**src/hdl/cmpc_params.svh**
```systemverilog
`ifndef CMPC_PARAMS_SVH
`define CMPC_PARAMS_SVH

// ----------------------------------------------------------------
// Register map
// ----------------------------------------------------------------
`define CMPC_ADDR_CONTROL    4'h0
`define CMPC_ADDR_FLAG       4'h1
`define CMPC_ADDR_PORT       4'h2
`define CMPC_ADDR_SLEEP      4'h3

// ----------------------------------------------------------------
// Control register fields
// ----------------------------------------------------------------
`define CMPC_BIT_PIN_SEL     7
`define CMPC_BIT_POWER       6
`define CMPC_BIT_POLARITY    5
`define CMPC_BIT_RESULT      4
`define CMPC_BIT_PATH        3
`define CMPC_BIT_EDGE_HI     2
`define CMPC_BIT_EDGE_LO     1
`define CMPC_BIT_HYST        0
`define CMPC_CONTROL_RESET   8'h81
`define CMPC_CONTROL_WMASK   8'hEF

// ----------------------------------------------------------------
// Reset values per field
// ----------------------------------------------------------------
`define CMPC_RST_PIN_SEL     1'h1
`define CMPC_RST_POWER       1'h0
`define CMPC_RST_POLARITY    1'h0
`define CMPC_RST_RESULT      1'h0
`define CMPC_RST_PATH        1'h0
`define CMPC_RST_EDGE        2'h0
`define CMPC_RST_HYST        1'h1
`define CMPC_RST_FLAG        1'h0
`define CMPC_RST_ENABLE      1'h0
`define CMPC_RST_PIN_OUT     1'h0
`define CMPC_RST_PIN_OE_N    1'h1
`define CMPC_RST_RDATA       8'h00

// ----------------------------------------------------------------
// Flag register fields
// ----------------------------------------------------------------
`define CMPC_BIT_FLAG        0
`define CMPC_BIT_ENABLE      1

// ----------------------------------------------------------------
// Shared pins: two comparator inputs
// ----------------------------------------------------------------
`define CMPC_PIN_COUNT       2

`endif

```
**src/hdl/cmpc_pkg.sv**
```systemverilog
package cmpc_pkg;

  typedef enum logic [1:0] {
    CMPC_EDGE_RISE = 2'b00,
    CMPC_EDGE_FALL = 2'b01,
    CMPC_EDGE_BOTH = 2'b10,
    CMPC_EDGE_ANY  = 2'b11
  } cmpc_edge_t;

endpackage

```
**src/hdl/cmpc_sync.sv**
```systemverilog
`timescale 1ns/1ps

module cmpc_sync (
  input  wire logic clk_sys,
  input  wire logic rst,
  input  wire logic async_in,
  output logic      sync_out
);

  logic stage_a;
  logic stage_b;
  logic stage_c;

  // ----------------------------------------------------------------
  // Three stages, change accepted once the last two agree
  // ----------------------------------------------------------------
  always_ff @(posedge clk_sys or posedge rst) begin
    if (rst) begin
      stage_a <= 1'b0;
      stage_b <= 1'b0;
      stage_c <= 1'b0;
    end else begin
      stage_a <= async_in;
      stage_b <= stage_a;
      stage_c <= stage_b;
    end
  end

  always_ff @(posedge clk_sys or posedge rst) begin
    if (rst) begin
      sync_out <= 1'b0;
    end else if (stage_b == stage_c) begin
      sync_out <= stage_c;
    end
  end

endmodule // cmpc_sync

```
**src/hdl/cmpc_top.sv**
```systemverilog
`timescale 1ns/1ps
`include "cmpc_params.svh"

module cmpc_top (
  input  wire logic                        clk_sys,
  input  wire logic                        rst,
  input  wire logic [3:0]                  reg_addr,
  input  wire logic [7:0]                  reg_wdata,
  input  wire logic                        reg_write,
  input  wire logic                        reg_read,
  output logic      [7:0]                  reg_rdata,
  input  wire logic                        analog_compare,
  output logic                             analog_power_on,
  output logic                             analog_hysteresis_on,
  output logic                             analog_inputs_connect,
  input  wire logic [`CMPC_PIN_COUNT-1:0]  port_data,
  input  wire logic [`CMPC_PIN_COUNT-1:0]  port_control,
  input  wire logic [`CMPC_PIN_COUNT-1:0]  pull_high_request,
  output logic      [`CMPC_PIN_COUNT-1:0]  pull_high_enable,
  output logic      [`CMPC_PIN_COUNT-1:0]  port_function_enable,
  output logic                             compare_output_pin_o,
  output logic                             compare_output_pin_oe_n,
  input  wire logic                        low_power_mode,
  output logic                             irq_request,
  output logic                             wake_request
);

  // ----------------------------------------------------------------
  // Control state
  // ----------------------------------------------------------------
  logic                        input_pin_select;
  logic                        comparator_power_on;
  logic                        output_polarity;
  logic                        compare_result;
  logic                        output_path_select;
  cmpc_pkg::cmpc_edge_t        irq_edge_select;
  logic                        hysteresis_on;
  logic                        irq_flag;
  logic                        irq_enable;
  logic                        raw_sync;
  logic                        result_prev;
  logic                        rise_seen;
  logic                        fall_seen;
  logic                        edge_hit;
  logic                        ctrl_write;
  logic                        flag_write;
  logic [7:0]                  control_value;
  logic [`CMPC_PIN_COUNT-1:0]  port_view;
  logic [7:0]                  next_rdata;

  assign ctrl_write = reg_write && (reg_addr == `CMPC_ADDR_CONTROL);
  assign flag_write = reg_write && (reg_addr == `CMPC_ADDR_FLAG);

  // ----------------------------------------------------------------
  // Control register
  // ----------------------------------------------------------------
  // Result bit has no storage here; software writes to it are dropped
  always_ff @(posedge clk_sys or posedge rst) begin
    if (rst) begin
      input_pin_select <= `CMPC_RST_PIN_SEL;
    end else if (ctrl_write) begin
      input_pin_select <= reg_wdata[`CMPC_BIT_PIN_SEL];
    end
  end

  always_ff @(posedge clk_sys or posedge rst) begin
    if (rst) begin
      comparator_power_on <= `CMPC_RST_POWER;
    end else if (ctrl_write) begin
      comparator_power_on <= reg_wdata[`CMPC_BIT_POWER];
    end
  end

  always_ff @(posedge clk_sys or posedge rst) begin
    if (rst) begin
      output_polarity <= `CMPC_RST_POLARITY;
    end else if (ctrl_write) begin
      output_polarity <= reg_wdata[`CMPC_BIT_POLARITY];
    end
  end

  always_ff @(posedge clk_sys or posedge rst) begin
    if (rst) begin
      output_path_select <= `CMPC_RST_PATH;
    end else if (ctrl_write) begin
      output_path_select <= reg_wdata[`CMPC_BIT_PATH];
    end
  end

  always_ff @(posedge clk_sys or posedge rst) begin
    if (rst) begin
      irq_edge_select <= cmpc_pkg::cmpc_edge_t'(`CMPC_RST_EDGE);
    end else if (ctrl_write) begin
      irq_edge_select <= cmpc_pkg::cmpc_edge_t'(reg_wdata[`CMPC_BIT_EDGE_HI:`CMPC_BIT_EDGE_LO]);
    end
  end

  always_ff @(posedge clk_sys or posedge rst) begin
    if (rst) begin
      hysteresis_on <= `CMPC_RST_HYST;
    end else if (ctrl_write) begin
      hysteresis_on <= reg_wdata[`CMPC_BIT_HYST];
    end
  end

  // ----------------------------------------------------------------
  // Analog core controls
  // ----------------------------------------------------------------
  assign analog_power_on       = comparator_power_on;
  assign analog_hysteresis_on  = hysteresis_on;
  assign analog_inputs_connect = input_pin_select;

  // ----------------------------------------------------------------
  // Shared pins, one generate per pin
  // ----------------------------------------------------------------
  genvar gi;
  generate
    for (gi = 0; gi < `CMPC_PIN_COUNT; gi++) begin : g_pin
      assign port_function_enable[gi] = ~input_pin_select;
      assign pull_high_enable[gi] = pull_high_request[gi] & ~input_pin_select;
      // Comparator enabled means both selected and powered
      assign port_view[gi] = (input_pin_select && comparator_power_on) ?
                             (port_control[gi] ? 1'b0 : port_data[gi]) : port_data[gi];
    end
  endgenerate

  // ----------------------------------------------------------------
  // Result path
  // ----------------------------------------------------------------
  // Analog output is asynchronous to clk_sys
  cmpc_sync u_sync (
    .clk_sys  (clk_sys),
    .rst      (rst),
    .async_in (analog_compare),
    .sync_out (raw_sync)
  );

  // Powered-off core gives no result; bit parks at zero
  always_ff @(posedge clk_sys or posedge rst) begin
    if (rst) begin
      compare_result <= `CMPC_RST_RESULT;
    end else begin
      compare_result <= comparator_power_on & (raw_sync ^ output_polarity);
    end
  end

  always_ff @(posedge clk_sys or posedge rst) begin
    if (rst) begin
      // Matches result reset so no false edge follows reset
      result_prev <= `CMPC_RST_RESULT;
    end else begin
      result_prev <= compare_result;
    end
  end

  assign rise_seen = compare_result & ~result_prev;
  assign fall_seen = ~compare_result & result_prev;

  always_comb begin
    unique case (irq_edge_select)
      cmpc_pkg::CMPC_EDGE_RISE: edge_hit = rise_seen;
      cmpc_pkg::CMPC_EDGE_FALL: edge_hit = fall_seen;
      cmpc_pkg::CMPC_EDGE_BOTH,
      cmpc_pkg::CMPC_EDGE_ANY:  edge_hit = rise_seen | fall_seen;
    endcase
  end

  // ----------------------------------------------------------------
  // Output pin, registered; enable low while driving
  // ----------------------------------------------------------------
  always_ff @(posedge clk_sys or posedge rst) begin
    if (rst) begin
      compare_output_pin_o    <= `CMPC_RST_PIN_OUT;
      compare_output_pin_oe_n <= `CMPC_RST_PIN_OE_N;
    end else begin
      compare_output_pin_o    <= compare_result;
      compare_output_pin_oe_n <= output_path_select;
    end
  end

  // ----------------------------------------------------------------
  // Interrupt flag and enable
  // ----------------------------------------------------------------
  // Edge wins over a software clear in the same cycle
  always_ff @(posedge clk_sys or posedge rst) begin
    if (rst) begin
      irq_flag <= `CMPC_RST_FLAG;
    end else if (edge_hit) begin
      irq_flag <= 1'b1;
    end else if (flag_write) begin
      irq_flag <= reg_wdata[`CMPC_BIT_FLAG];
    end
  end

  always_ff @(posedge clk_sys or posedge rst) begin
    if (rst) begin
      irq_enable <= `CMPC_RST_ENABLE;
    end else if (flag_write) begin
      irq_enable <= reg_wdata[`CMPC_BIT_ENABLE];
    end
  end

  assign irq_request = irq_flag & irq_enable;

  // Only a fresh edge wakes; a flag preset before sleep blocks it
  always_ff @(posedge clk_sys or posedge rst) begin
    if (rst) begin
      wake_request <= 1'b0;
    end else begin
      wake_request <= low_power_mode & edge_hit & ~irq_flag;
    end
  end

  // ----------------------------------------------------------------
  // Read port
  // ----------------------------------------------------------------
  assign control_value = {input_pin_select, comparator_power_on, output_polarity, compare_result,
                          output_path_select, irq_edge_select, hysteresis_on};

  always_comb begin
    next_rdata = 8'h00;
    if (reg_read) begin
      unique case (reg_addr)
        `CMPC_ADDR_CONTROL: next_rdata = control_value;
        `CMPC_ADDR_FLAG:    next_rdata = {6'h00, irq_enable, irq_flag};
        `CMPC_ADDR_PORT:    next_rdata = {6'h00, port_view};
        `CMPC_ADDR_SLEEP:   next_rdata = {7'h00, low_power_mode};
        default:            next_rdata = 8'h00;
      endcase
    end
  end

  always_ff @(posedge clk_sys or posedge rst) begin
    if (rst) begin
      reg_rdata <= `CMPC_RST_RDATA;
    end else begin
      reg_rdata <= next_rdata;
    end
  end

endmodule // cmpc_top

```
**config.mk**
```make
export PLATFORM = sky130hd
export DESIGN_NAME = cmpc_top
export DESIGN_NICKNAME = d
export VERILOG_FILES = /design/src/hdl/cmpc_pkg.sv /design/src/hdl/cmpc_sync.sv /design/src/hdl/cmpc_top.sv
export VERILOG_INCLUDE_DIRS = /design/src /design/src/hdl
export SDC_FILE = /design/constraint.sdc
export NUM_CORES = 1
export LEC_CHECK = 0
export ABC_AREA = 1
export BUFFER_PORTS_ARGS = -buffer_cell sky130_fd_sc_hd__buf_2
export CORE_UTILIZATION = 47
export DETAILED_ROUTE_END_ITERATION = 6
export PLACE_DENSITY_LB_ADDON = 0.3
export SLEW_MARGIN = 20
export SYNTH_ARGS = -nofsm -noshare
export SYNTH_HDL_FRONTEND = slang
export SYNTH_SLANG_ARGS = --single-unit
```
**constraint.sdc**
```tcl
create_clock -name clk_sys -period 1.25 [get_ports clk_sys]
set_clock_uncertainty 0.05 [all_clocks]
set_input_delay 0.125 -clock clk_sys [delete_from_list [all_inputs] [get_ports clk_sys]]
set_output_delay 0.125 -clock clk_sys [all_outputs]
set_load 0.05 [all_outputs]
```
# Yosys cells after proc, flatten, opt, wreduce, memory -nomap -nowiden

Cells that the tools add are included.

Divide/modulo/power cells: 0
Multiplexer cells: 9
Shifts and indexed selects: 0
Order comparisons: 0
Equality and inequality tests: 7
Reductions and logical operators: 7
Add/sub/neg operators: 0
Bitwise gates (word level): 14
Multipliers: 0

Operator list:

| kind                 | number |
|---|---|
| $pmux W8 S4          | 1 |
| $and A1 B1 Y1        | 8 |
| $eq A4 B2 Y1 const B | 2 |
| $mux W8              | 1 |
| $mux W1              | 6 |
| $eq A2 B2 Y1 const B | 2 |
| $eq A4 B1 Y1 const B | 1 |
| $logic_not A4 Y1     | 1 |
| $not A1 Y1           | 4 |
| $logic_and A1 B1 Y1  | 3 |
| $pmux W1 S3          | 1 |
| $eq A2 B1 Y1 const B | 1 |
| $logic_not A2 Y1     | 1 |
| $reduce_bool A2 Y1   | 1 |
| $reduce_or A2 Y1     | 1 |
| $eq A1 B1 Y1         | 1 |
| $or A1 B1 Y1         | 1 |
| $xor A1 B1 Y1        | 1 |

Bits of input ports: 24
Bits in latches: 0
Memories kept: 0
Register bits: 25
RAM bits: 0
Output and inout port bits: 19
ROM bits: 0
Word-level logic and storage cells: 54

# Longest topological paths before layout

Gate-level depths: netlist of run 1.

Depth after elaboration: 6
Depth in mapped cells: 6

# Hierarchy

From an unflattened synthesis of run 1, not the netlist that was laid out.

Cells, all modules: 117
Area total of the unflattened synthesis: 1093.5 µm²

By module, submodules not included:

| module    | cells each | times used | seq. area each (µm²) | area an instance (µm²) |
|---|---|---|---|---|
| cmpc_top  | 108        | 1          | 529.3                | 973.4 |
| cmpc_sync | 9          | 1          | 100.1                | 120.1 |

# Worst setup path after synthesis of run 1

No wires, ideal clock.

Path kind: register to output
Start point: reg input_pin_select (netlist: analog_inputs_connect)
End point: out port_function_enable[1]
Stages on the path, launching flop included: 3
Arrival time: 1.314 ns
Setup slack: -0.239 ns
Path through: dfstp_2 > inv_1 > buf_4

Cells in the longest elaborated chain, start to end: 1

Ends and longest elaborated chain:

| item                   | line           | RTL |
|---|---|---|
| start, declared        | cmpc_top.sv:31 | `logic input_pin_select;` |
| start signal, assigned | cmpc_top.sv:60 | `` input_pin_select <= `CMPC_RST_PIN_SEL; `` |
| start signal, assigned | cmpc_top.sv:62 | `` input_pin_select <= reg_wdata[`CMPC_BIT_PIN_SEL]; `` |
| $not A1 Y1             | n/a            |  |
| end, declared          | cmpc_top.sv:20 | `` output logic [`CMPC_PIN_COUNT-1:0] port_function_enable, `` |

Every way passes these cells.

# Worst setup path in the final report of run 1

Start point: reg input_pin_select (netlist: analog_inputs_connect)
End point: out port_function_enable[0]

Cells in the longest elaborated chain, start to end: 1

Ends and longest elaborated chain:

| item       | line            | RTL |
|---|---|---|
| $not A1 Y1 | cmpc_top.sv:119 | `assign port_function_enable[gi] = ~input_pin_select;` |

Every way passes these cells.

==> impl_metrics.toml, run 1 <==
[synth]
yosysWarnings = 0
syn_inst = 113
seq_area_frac_synth_pct = 58.1
syn-cell-area_sq_um = 1080
synth.avg_cell_area_sq_um = 9.59
ys_seq_elements = 25
syn_nets = 139
synth.distinct_cells = 19

[worst_hold_path]
whs_endpoint = "reg_rdata[1]"
min_path_type = "primary input to register"
min_from = "reg_read"
whs_path_depth = 3

[cts]
h-tree-depth = 1
cts-root-buf = "clkbuf_4"
clk_latency_ns = 0.32
cts_made_buffers = 3
cts_tree = "yes"
cts_sinks = 25
clkTransAtPathRegs_ns = 0.12
cts.path.max_buffers = 2

[global_routing]
antenna_found_initial = 0
grt_pass1_wl_mm = 3.80
grt_pass1_vias = 927
grt_max_degree = 26
grt_overflow = 0
grtUsageTotal_pct = 20.4

[setup_path]
cp_top_family = "flip-flops"
crit_buf_inv = 2
startpoint_type = "register"
arrival_ns = 1.26
required_ns = 1.08
slowest_delay_ns = 0.67
r2r_start = "analog_inputs_connect"
reg2regPathDepth = 6
slowest_stage = "dfstp_4"
timing.rr.end = "reg_rdata[1]"
path_max_fanout = 5
criticalPathCategory = "register to output port"
endpoint_kind = "output port"
ff2ff_setup_slack_ns = 0.01
crit_chain = "clkinvlp_4 -> buf_6"

[layout]
largest_reg_flops = 8
nets = 200
largestRegisters = "reg_rdata (8), irq_edge_select (2)"
nFillCells = 174
synthToLayoutAreaGrowth_pct = 43.8
drive_above_1_share_pct = 41.6
top_register = "reg_rdata"
instances_no_fill = 201
antennaDiodeCount = 0

[die]
start_util_pct = 49.5
dieArea_sq_um = 2500
design.core.area_sq_um = 2190
dieHeight_um = 50.0
die_w_um = 50.0
num_rows = 17
ioPinCount = 43

[sta]
final.period_utilization_pct = 114
slew_violations = 0
layout_setup_ws_ns = -0.181
fmax_mhz = 699
setup_viol = 5
timing_hold_violations_final = 0
rsz0062_at_grt = "yes"
whs_ns = 0.0260
min_period_ns = 1.43
relSlewSlack_pct = 80.5
tightestPinTransition_ns = 0.292

[drt]
ant_nets = 0
route.detailed.drc = 0
num_vias = 932
viasPerCell = 4.64
drt_pre_antenna_iters = 4
wl_mm = 2.17
drt_iter0_drc = 20
post_drt_wl_per_cell_um = 10.8

[power]
power_density_nw_per_um2 = 1350
p_seq_share_pct = 48.3
ir_drop_mv = 0.744
power_frac_comb_pct = 35.2
pwr-share-clk_pct = 16.5
switching_share_pct = 36.6
p_leak_nw = 0.854
power_switching_mw = 0.768
p_int_mw = 1.33

[place]
dpl.hpwl_mm = 1.49
gp_congestion = 0.786
place_ws_ns = 0.0691
port_buffers = 41
dp_cells = 182

[job]
cap_violations = 0

[run_status]
status = "finished, violations left"
failed_checks = "negative setup slack"
==> placed cells by master (no fill, tap or decap), types with 3 or more instances in the layout <==
cell | synthesis | routed
buf_4 | 1 | 9
buf_2 | 1 | 32
nor2_1 | 14 | 14
dlygate4sd3_1 | 0 | 10
nand3_1 | 18 | 18
buf_6 | 0 | 6
nor2_2 | 4 | 4
dfrtp_1 | 22 | 20
nand2_1 | 20 | 20
clkbuf_4 | 0 | 3
nand2_4 | 3 | 3
inv_1 | 14 | 11
==> power by group through the flow <==
stage | clock [mW] | combinational (mW) | sequential [mW]
global placement | 0 | 0.555 | 1.02
detailed placement | 0 | 0.564 | 1.03
global route | 0.403 | 0.800 | 1.03
finish | 0.346 | 0.737 | 1.01
CTS | 0.372 | 0.665 | 1.02
floorplan | 0 | 0.307 | 1.15
==> routing by layer <==
metal	GRT usage (%)	vias to the layer above	routed length, um
li1	-	473	-
met1	24.3	412	873
met2	34.9	42	1130
met3	1.85	5	124
met4	12.9	0	47
met5	0	-	0
==> metrics by stage <==
step	utilization (%)	TNS [ns]	total power, mW	area, sq um
2_1_floorplan	-	-0.559	1.45	1100
4_1_cts	69.3	-0.886	2.05	1520
3_5_place_dp	60.9	0	1.59	1340
5_1_grt	71.1	-1.24	2.23	1560
3_3_place_gp	60.9	0	1.58	1340
6_report	71.1	-0.776	2.10	1560
==> synthesized netlist by cell type <==
master / count / area [sq um]
maj3_1: 1 / 10.0
ha_1: 2 / 25.0
nand2_2: 1 / 6.26
buf_4: 1 / 7.51
buf_2: 1 / 5.00
nand2_4: 3 / 33.8
nor2_8: 1 / 20.0
nor2_2: 4 / 25.0
o21ai_0: 3 / 15.0
nand3_1: 18 / 90.1
a21oi_1: 2 / 10.0
nor2_1: 14 / 52.6
nor2_4: 1 / 11.3
o21ai_2: 1 / 8.76
nand4_1: 1 / 6.26
inv_1: 14 / 52.6
nand2_1: 20 / 75.1
dfstp_2: 3 / 78.8
dfrtp_1: 22 / 551
==> repair_timing <==
action | in CTS | in global routing
hold buffers | 10 | 0
pin swaps | 0 | 2
resized for setup | 14 | 8
endpoints found under the hold margin | 31 | 0
setup endpoints to repair | 9 | 11
buffers inserted | 2 | 3
==> logic make-up after synthesis <==
logic type | Yosys count | share of synthesized area (%)
buffers and inverters | 16 | 6.00
adders and majority gates | 3 | 3.23
DFF | 25 | 58.1
and+or+nand+nor | 63 | 29.6
AOI/OAI and AO/OA | 6 | 3.12
==> worst reg2reg max path, cell delays in order (launching register included) <==
cell and delay, ns:
dfstp_4 0.67, buf_4 0.12, nand3_1 0.07, nand2_1 0.06
nor2_1 0.04, nor2_1 0.10, nor2_1 0.04
==> area by class of cell <==
type,count,area (sq um),area share (%)
Timing Repair Buffer,58,410,26.3
Tap cell,28,35.0,2.25
Multi-Input combinational cell,72,393,25.2
Clock inverter,1,5.00,0.321
Clock buffer,3,22.5,1.45
Inverter,14,56.3,3.61
Sequential cell,25,636,40.8
==> how the worst max path moves through the flow <==
stage | from | to | slack (ns) | cells after the start
6_report | analog_inputs_connect | port_function_enable[0] | -0.18 | 2
3_3_place_gp | compare_output_pin_o | irq_flag | 0.09 | 5
4_1_cts | analog_inputs_connect | port_function_enable[1] | -0.20 | 2
5_1_grt | analog_inputs_connect | port_function_enable[1] | -0.25 | 2
2_1_floorplan | analog_inputs_connect | port_function_enable[1] | -0.21 | 2
3_5_place_dp | compare_output_pin_o | irq_flag | 0.07 | 5
No activity file was read; power rests on OpenSTA's default activity.
==> run 2: changes to the inputs <==
--- a/config.mk
+++ b/config.mk
@@ -6,9 +6,9 @@
 export SDC_FILE = /design/constraint.sdc
 export NUM_CORES = 1
 export LEC_CHECK = 0
-export ABC_AREA = 1
+export ABC_AREA = 0
 export BUFFER_PORTS_ARGS = -buffer_cell sky130_fd_sc_hd__buf_2
-export CORE_UTILIZATION = 47
+export CORE_UTILIZATION = 46
 export DETAILED_ROUTE_END_ITERATION = 6
 export PLACE_DENSITY_LB_ADDON = 0.3
 export SLEW_MARGIN = 20
==> run 2 against run 1 <==
  * The run still ends with negative setup slack left
  * Wire length is 13% lower
  * Die area is 0.84% higher
  * Via count is 15% lower
==> impl_metrics.toml, run 2 <==
[run_status]
status = "finished, violations left"
failed_checks = "negative setup slack"

[layout]
antennaDiodeCount = 0
top_register = "reg_rdata"
instances_no_fill = 161
largestRegisters = "reg_rdata (8), irq_edge_select (2)"
largest_reg_flops = 8
synthToLayoutAreaGrowth_pct = 39.3
final_common_cell = "buf_2"
nets = 160
drive_above_1_share_pct = 56.4
layout_common_cells = "buf_2, dfrtp_1, mux2_2"
finish.utilization_pct = 67.4

[cts]
cts_sinks = 25
cts_tree = "yes"
clkTransAtPathRegs_ns = 0.13
clk_latency_ns = 0.31
h-tree-depth = 1
cts-root-buf = "clkbuf_4"
cts_made_buffers = 3
cts.path.max_buffers = 2

[worst_hold_path]
whs_path_depth = 2
min_path_type = "primary input to register"

[die]
ioPinCount = 43
die_w_um = 50.2
design.core.area_sq_um = 2210
num_rows = 17
start_util_pct = 48.4
dieHeight_um = 50.2
dieArea_sq_um = 2520

[setup_path]
slowest_delay_ns = 0.68
endpoint_kind = "output port"
path_max_fanout = 7
criticalPathCategory = "register to output port"
required_ns = 1.08
ff2ff_setup_slack_ns = -0.05
arrival_ns = 1.28
startpoint_type = "register"
reg2regPathDepth = 4
slowest_stage = "dfstp_4"
crit_chain = "clkinvlp_4 -> buf_6"

[sta]
tns_ns = -0.895
slew_violations = 0
timing_hold_violations_final = 0
tightestPinTransition_ns = 0.304
relSlewSlack_pct = 79.6
setup_viol = 6
final.period_utilization_pct = 116
min_period_ns = 1.45
rsz0062_at_grt = "yes"
fmax_mhz = 689
layout_setup_ws_ns = -0.201

[power]
switching_share_pct = 36.4
power_density_nw_per_um2 = 1440
ir_drop_mv = 1.07
pwr-share-clk_pct = 16.3
p_seq_share_pct = 48.0
total_power_mw = 2.15
p_int_mw = 1.37
power_switching_mw = 0.782
p_leak_nw = 0.730
power_frac_comb_pct = 35.7

[synth]
yosys.area.top_type_share_pct = 51.5
yosys.area.top_type = "dfrtp_1"
ys_top_cells_by_count = "dfrtp_1, mux2_2, inv_1"
synth_edf_count = 0
synth.distinct_cells = 28
syn-cell-area_sq_um = 1070
syn_nets = 106
synth.most_common_cell = "dfrtp_1"
yosysWarnings = 0
ys_top_cells_by_area = "dfrtp_1, mux2_2, dfstp_2"
synthArstFlopShare_pct = 100
seq_area_frac_synth_pct = 58.8
synthFlopType = "dfrtp_1"
syn_inst = 80
ys_seq_elements = 25
synth.avg_cell_area_sq_um = 13.4

[global_routing]
grt_overflow = 0
use_met3_pct = 3.33
grtUsageTotal_pct = 17.4
grt_max_degree = 26
grt.busiest_layer = "met2"
use_met2_pct = 30.9
antenna_found_initial = 0
gr-usage-met1_pct = 20.9
grt_pass1_vias = 809
grt_pass1_wl_mm = 3.27

[place]
place_ws_ns = -0.0347
dpl.hpwl_mm = 1.42
dp_cells = 147
gp_congestion = 0.754
port_buffers = 41

[job]
cap_violations = 0

[drt]
drt_pre_antenna_iters = 4
viasPerCell = 4.94
wl_mm = 1.89
post_drt_wl_per_cell_um = 11.7
num_vias = 795
ant_nets = 0
drt_iter0_drc = 7
route.detailed.drc = 0
## run 2: cell types whose count changed in the layout (fill, tap and decap cells not counted), sizes merged, moves of 2 or more
| cell | delta |
|---|---|
| and2 | +6 |
| buf | -5 |
| nor2b | +2 |
| inv | -7 |
| nand4b | +2 |
| nor2 | -18 |
| nand2 | -21 |
| nor4 | +2 |
| nand3 | -14 |
| o21ai | -3 |
| dlygate4sd3 | -2 |
| mux2 | +11 |
## run 2: cell families (layout without fill, tap and decap cells)
kind of cell	after synthesis	count (layout)	share of synthesized area, %
and+or+nand+nor	25	25	17.1
xor gates and xnor gates	1	1	0.819
AOI/OAI and AO/OA	5	5	3.16
adders and majority gates	3	3	3.27
muxes	11	11	11.6
buffers and inverters	10	63	5.26
DFF	25	25	58.8
## run 2: metrics by stage
step | cell area [sq um] | hold WS [ns]
3_5_place_dp | 1300 | 0.138
5_1_grt | 1490 | 0.00590
3_3_place_gp | 1300 | 0.129
2_1_floorplan | 1090 | 0.100
4_1_cts | 1470 | 0.00908
6_report | 1490 | 0.0150
## run 2: power by group through the flow
stage	Sequential (mW)	Combinational, mW	Clock (mW)
after detailed placement	1.04	0.636	0
final	1.03	0.768	0.349
after global placement	1.03	0.626	0
after CTS	1.03	0.748	0.362
after floorplan	1.18	0.354	0
after global routing	1.05	0.815	0.394
## run 2: worst paths after layout
check | start | endpoint
hold reg to reg | u_sync.stage_a | u_sync.stage_b
min in group asynchronous | rst | u_sync.stage_a
setup / recovery | analog_inputs_connect | port_function_enable[0]
hold / removal | reg_wdata[0] | analog_hysteresis_on
setup reg to reg | compare_result | irq_flag
max in group asynchronous | rst | analog_hysteresis_on
## run 2: area by class of cell
| cell class | count | area [sq um] |
|---|---|---|
| clock buffer | 3 | 22.5 |
| clock inverter | 1 | 7.51 |
| fill | 185 | 722 |
| inverter | 7 | 30.0 |
| multi-input combinational | 45 | 409 |
| sequential | 25 | 636 |
| tap | 28 | 35.0 |
| timing repair buffer | 52 | 350 |
## run 2: routing by layer
| layer | share of wire (%) | up-vias |
|---|---|---|
| met4 | 0.69 | 0 |
| met1 | 42 | 384 |
| met2 | 50 | 29 |
| li1 | - | 380 |
| met5 | 0 | - |
| met3 | 6.8 | 2 |
## run 2: timing repair
item / 4_1_cts / 5_1_grt
pin swaps: 1 / 1
resized for setup: 17 / 4
buffers inserted: 1 / 1
endpoints found under the hold margin: 29 / 0
hold buffers: 8 / 0
cloned: 0 / 0
setup endpoints to repair: 10 / 10
## run 2: critical path: cells and delay by family (launching register included)
family | cells | cell delay (ns)
buffers and inverters | 2 | 0.28
DFF | 1 | 0.68
==> run 3: changes to the inputs <==
==> constraint.sdc (replaced) <==
create_clock -name clk_sys -period 1.25 [get_ports clk_sys]
set_clock_uncertainty 0.05 [all_clocks]
set_input_delay 0 -clock clk_sys [delete_from_list [all_inputs] [get_ports clk_sys]]
set_output_delay 0 -clock clk_sys [all_outputs]
set_load 0.05 [all_outputs]
==> run 3 against run 2 <==
  * Critical path depth unchanged
  * Sequential power about the same
  * Non-clock buffer count increased by 10
  * Largest power group unchanged
  * Register-to-register slack about the same
  * Hold slack got worse by 0.011 ns
  * Flip-flop and latch count unchanged
  * Design area increased by 6.8%
  * The flow still finishes with violations (negative setup slack)
==> impl_metrics.toml, run 3 (synthesized netlist as in run 2, its figures left out) <==
[run_status]
status = "finished, violations left"
failed_checks = "negative setup slack"

[die]
design.core.area_sq_um = 2210
start_util_pct = 48.4
dieArea_sq_um = 2520
die_w_um = 50.2
ioPinCount = 43
dieHeight_um = 50.2
num_rows = 17

[layout]
top_register = "reg_rdata"
largest_reg_flops = 8
synthToLayoutAreaGrowth_pct = 48.8
nets = 170
finish.utilization_pct = 71.9
layout_common_cells = "buf_2, dfrtp_1, dlygate4sd3_1"
nFillCells = 157
drive_above_1_share_pct = 53.8
largestRegisters = "reg_rdata (8), irq_edge_select (2)"
final_common_cell = "buf_2"
antennaDiodeCount = 0

[global_routing]
grt_overflow = 0
grt_pass1_vias = 882
grt_max_degree = 26
grt_pass1_wl_mm = 3.91
antenna_found_initial = 0
grtUsageTotal_pct = 22.2

[place]
gp_congestion = 0.834
dpl.hpwl_mm = 1.45
port_buffers = 41

[power]
p_seq_share_pct = 46.3
power_frac_comb_pct = 35.7
switching_share_pct = 37.8
pwr-share-clk_pct = 18.0
total_power_mw = 2.23
p_int_mw = 1.38
ir_drop_mv = 0.882
power_density_nw_per_um2 = 1400
p_leak_nw = 0.776
power_switching_mw = 0.841

[setup_path]
cp_top_family = "flip-flops"
path_max_fanout = 6
crit_buf_inv = 2
slowest_stage = "dfstp_4"
required_ns = 1.20
slowest_delay_ns = 0.68
startpoint_type = "register"
crit_chain = "clkinvlp_4 -> buf_6"
criticalPathCategory = "register to output port"
arrival_ns = 1.30
endpoint_kind = "output port"

[sta]
min_period_ns = 1.35
final.period_utilization_pct = 108
setup_viol = 6
slew_violations = 0
rsz0062_at_grt = "yes"
relSlewSlack_pct = 79.6
tightestPinTransition_ns = 0.305
fmax_mhz = 742
timing_hold_violations_final = 0
layout_setup_ws_ns = -0.0971

[cts]
clk_latency_ns = 0.33
h-tree-depth = 1
cts_tree = "yes"
cts.path.max_buffers = 2
cts_sinks = 25
cts-root-buf = "clkbuf_4"
clkTransAtPathRegs_ns = 0.15
cts_made_buffers = 3

[drt]
route.detailed.drc = 0
wl_mm = 2.36
ant_nets = 0
drt_iter0_drc = 7
post_drt_wl_per_cell_um = 13.8
drt_pre_antenna_iters = 3
num_vias = 849
viasPerCell = 4.96

[job]
cap_violations = 0

[worst_hold_path]
min_path_type = "primary input to register"
## run 3: worst paths after layout
kind,to,depth (start not counted),from,slack (ns)
max,port_function_enable[0],2,analog_inputs_connect,-0.1
min,reg_rdata[0],4,port_control[0],0.004
max reg2reg,irq_flag,5,compare_output_pin_o,-0.04
min reg2reg,u_sync.stage_b,0,u_sync.stage_a,0.32
max in group asynchronous,compare_output_pin_oe_n,4,rst,0.69
min in group asynchronous,reg_rdata[0],4,rst,0.18
## run 3: worst min-delay path, delay by kind of cell
kind            cells  cell delay (ns)
compound gates      1             0.09
simple gates        2             0.17
buf+inv             1             0.09
## run 3: cell type report
cell class	instances	area [sq um]	area share, %
clock inverter	1	8.76	0.550
multi-input combinational	45	423	26.6
inverter	7	30.0	1.89
sequential	25	634	39.9
tap	28	35.0	2.20
timing repair buffer	62	438	27.5
clock buffer	3	22.5	1.42
## run 3: stage by stage
| stage | std cells | worst slack (ns) | setup TNS, ns | hold WS [ns] | area, sq um |
|---|---|---|---|---|---|
| finish | 171 | -0.0971 | -0.371 | 0.00372 | 1590 |
| CTS | 171 | -0.0901 | -0.339 | 0.0120 | 1560 |
| floorplan | 80 | -0.139 | -0.570 | -0.0250 | 1090 |
| global route | 171 | -0.157 | -0.857 | 0.0353 | 1590 |
| global placement | 147 | 0.00541 | 0 | 0.00743 | 1310 |
| detailed placement | 147 | -0.0257 | -0.0257 | 0.0115 | 1310 |
## run 3: power groups by stage
stage                     clock network [mW]  logic (mW)  registers, mW
after floorplan                            0       0.357           1.18
after global placement                     0       0.635           1.03
after detailed placement                   0       0.651           1.04
after CTS                              0.403       0.754           1.02
after global routing                   0.448       0.846           1.05
final                                  0.401       0.795           1.03
## run 3: per-layer routing
layer	track usage [%]	part of all wire, %	vias to the layer above
met1	24.6	40	401
met3	4.55	4.6	8
met2	37.1	52	38
met5	0	0	-
met4	16.7	3.1	0
li1	-	-	402
## run 3: what timing repair did
action                                  4_1_cts  5_1_grt
hold endpoints to repair                     40        0
hold buffers                                 18        0
resized for setup                             8        8
buffers inserted                              2        0
endpoints found under the setup margin        7       11
pin swaps                                     2        5
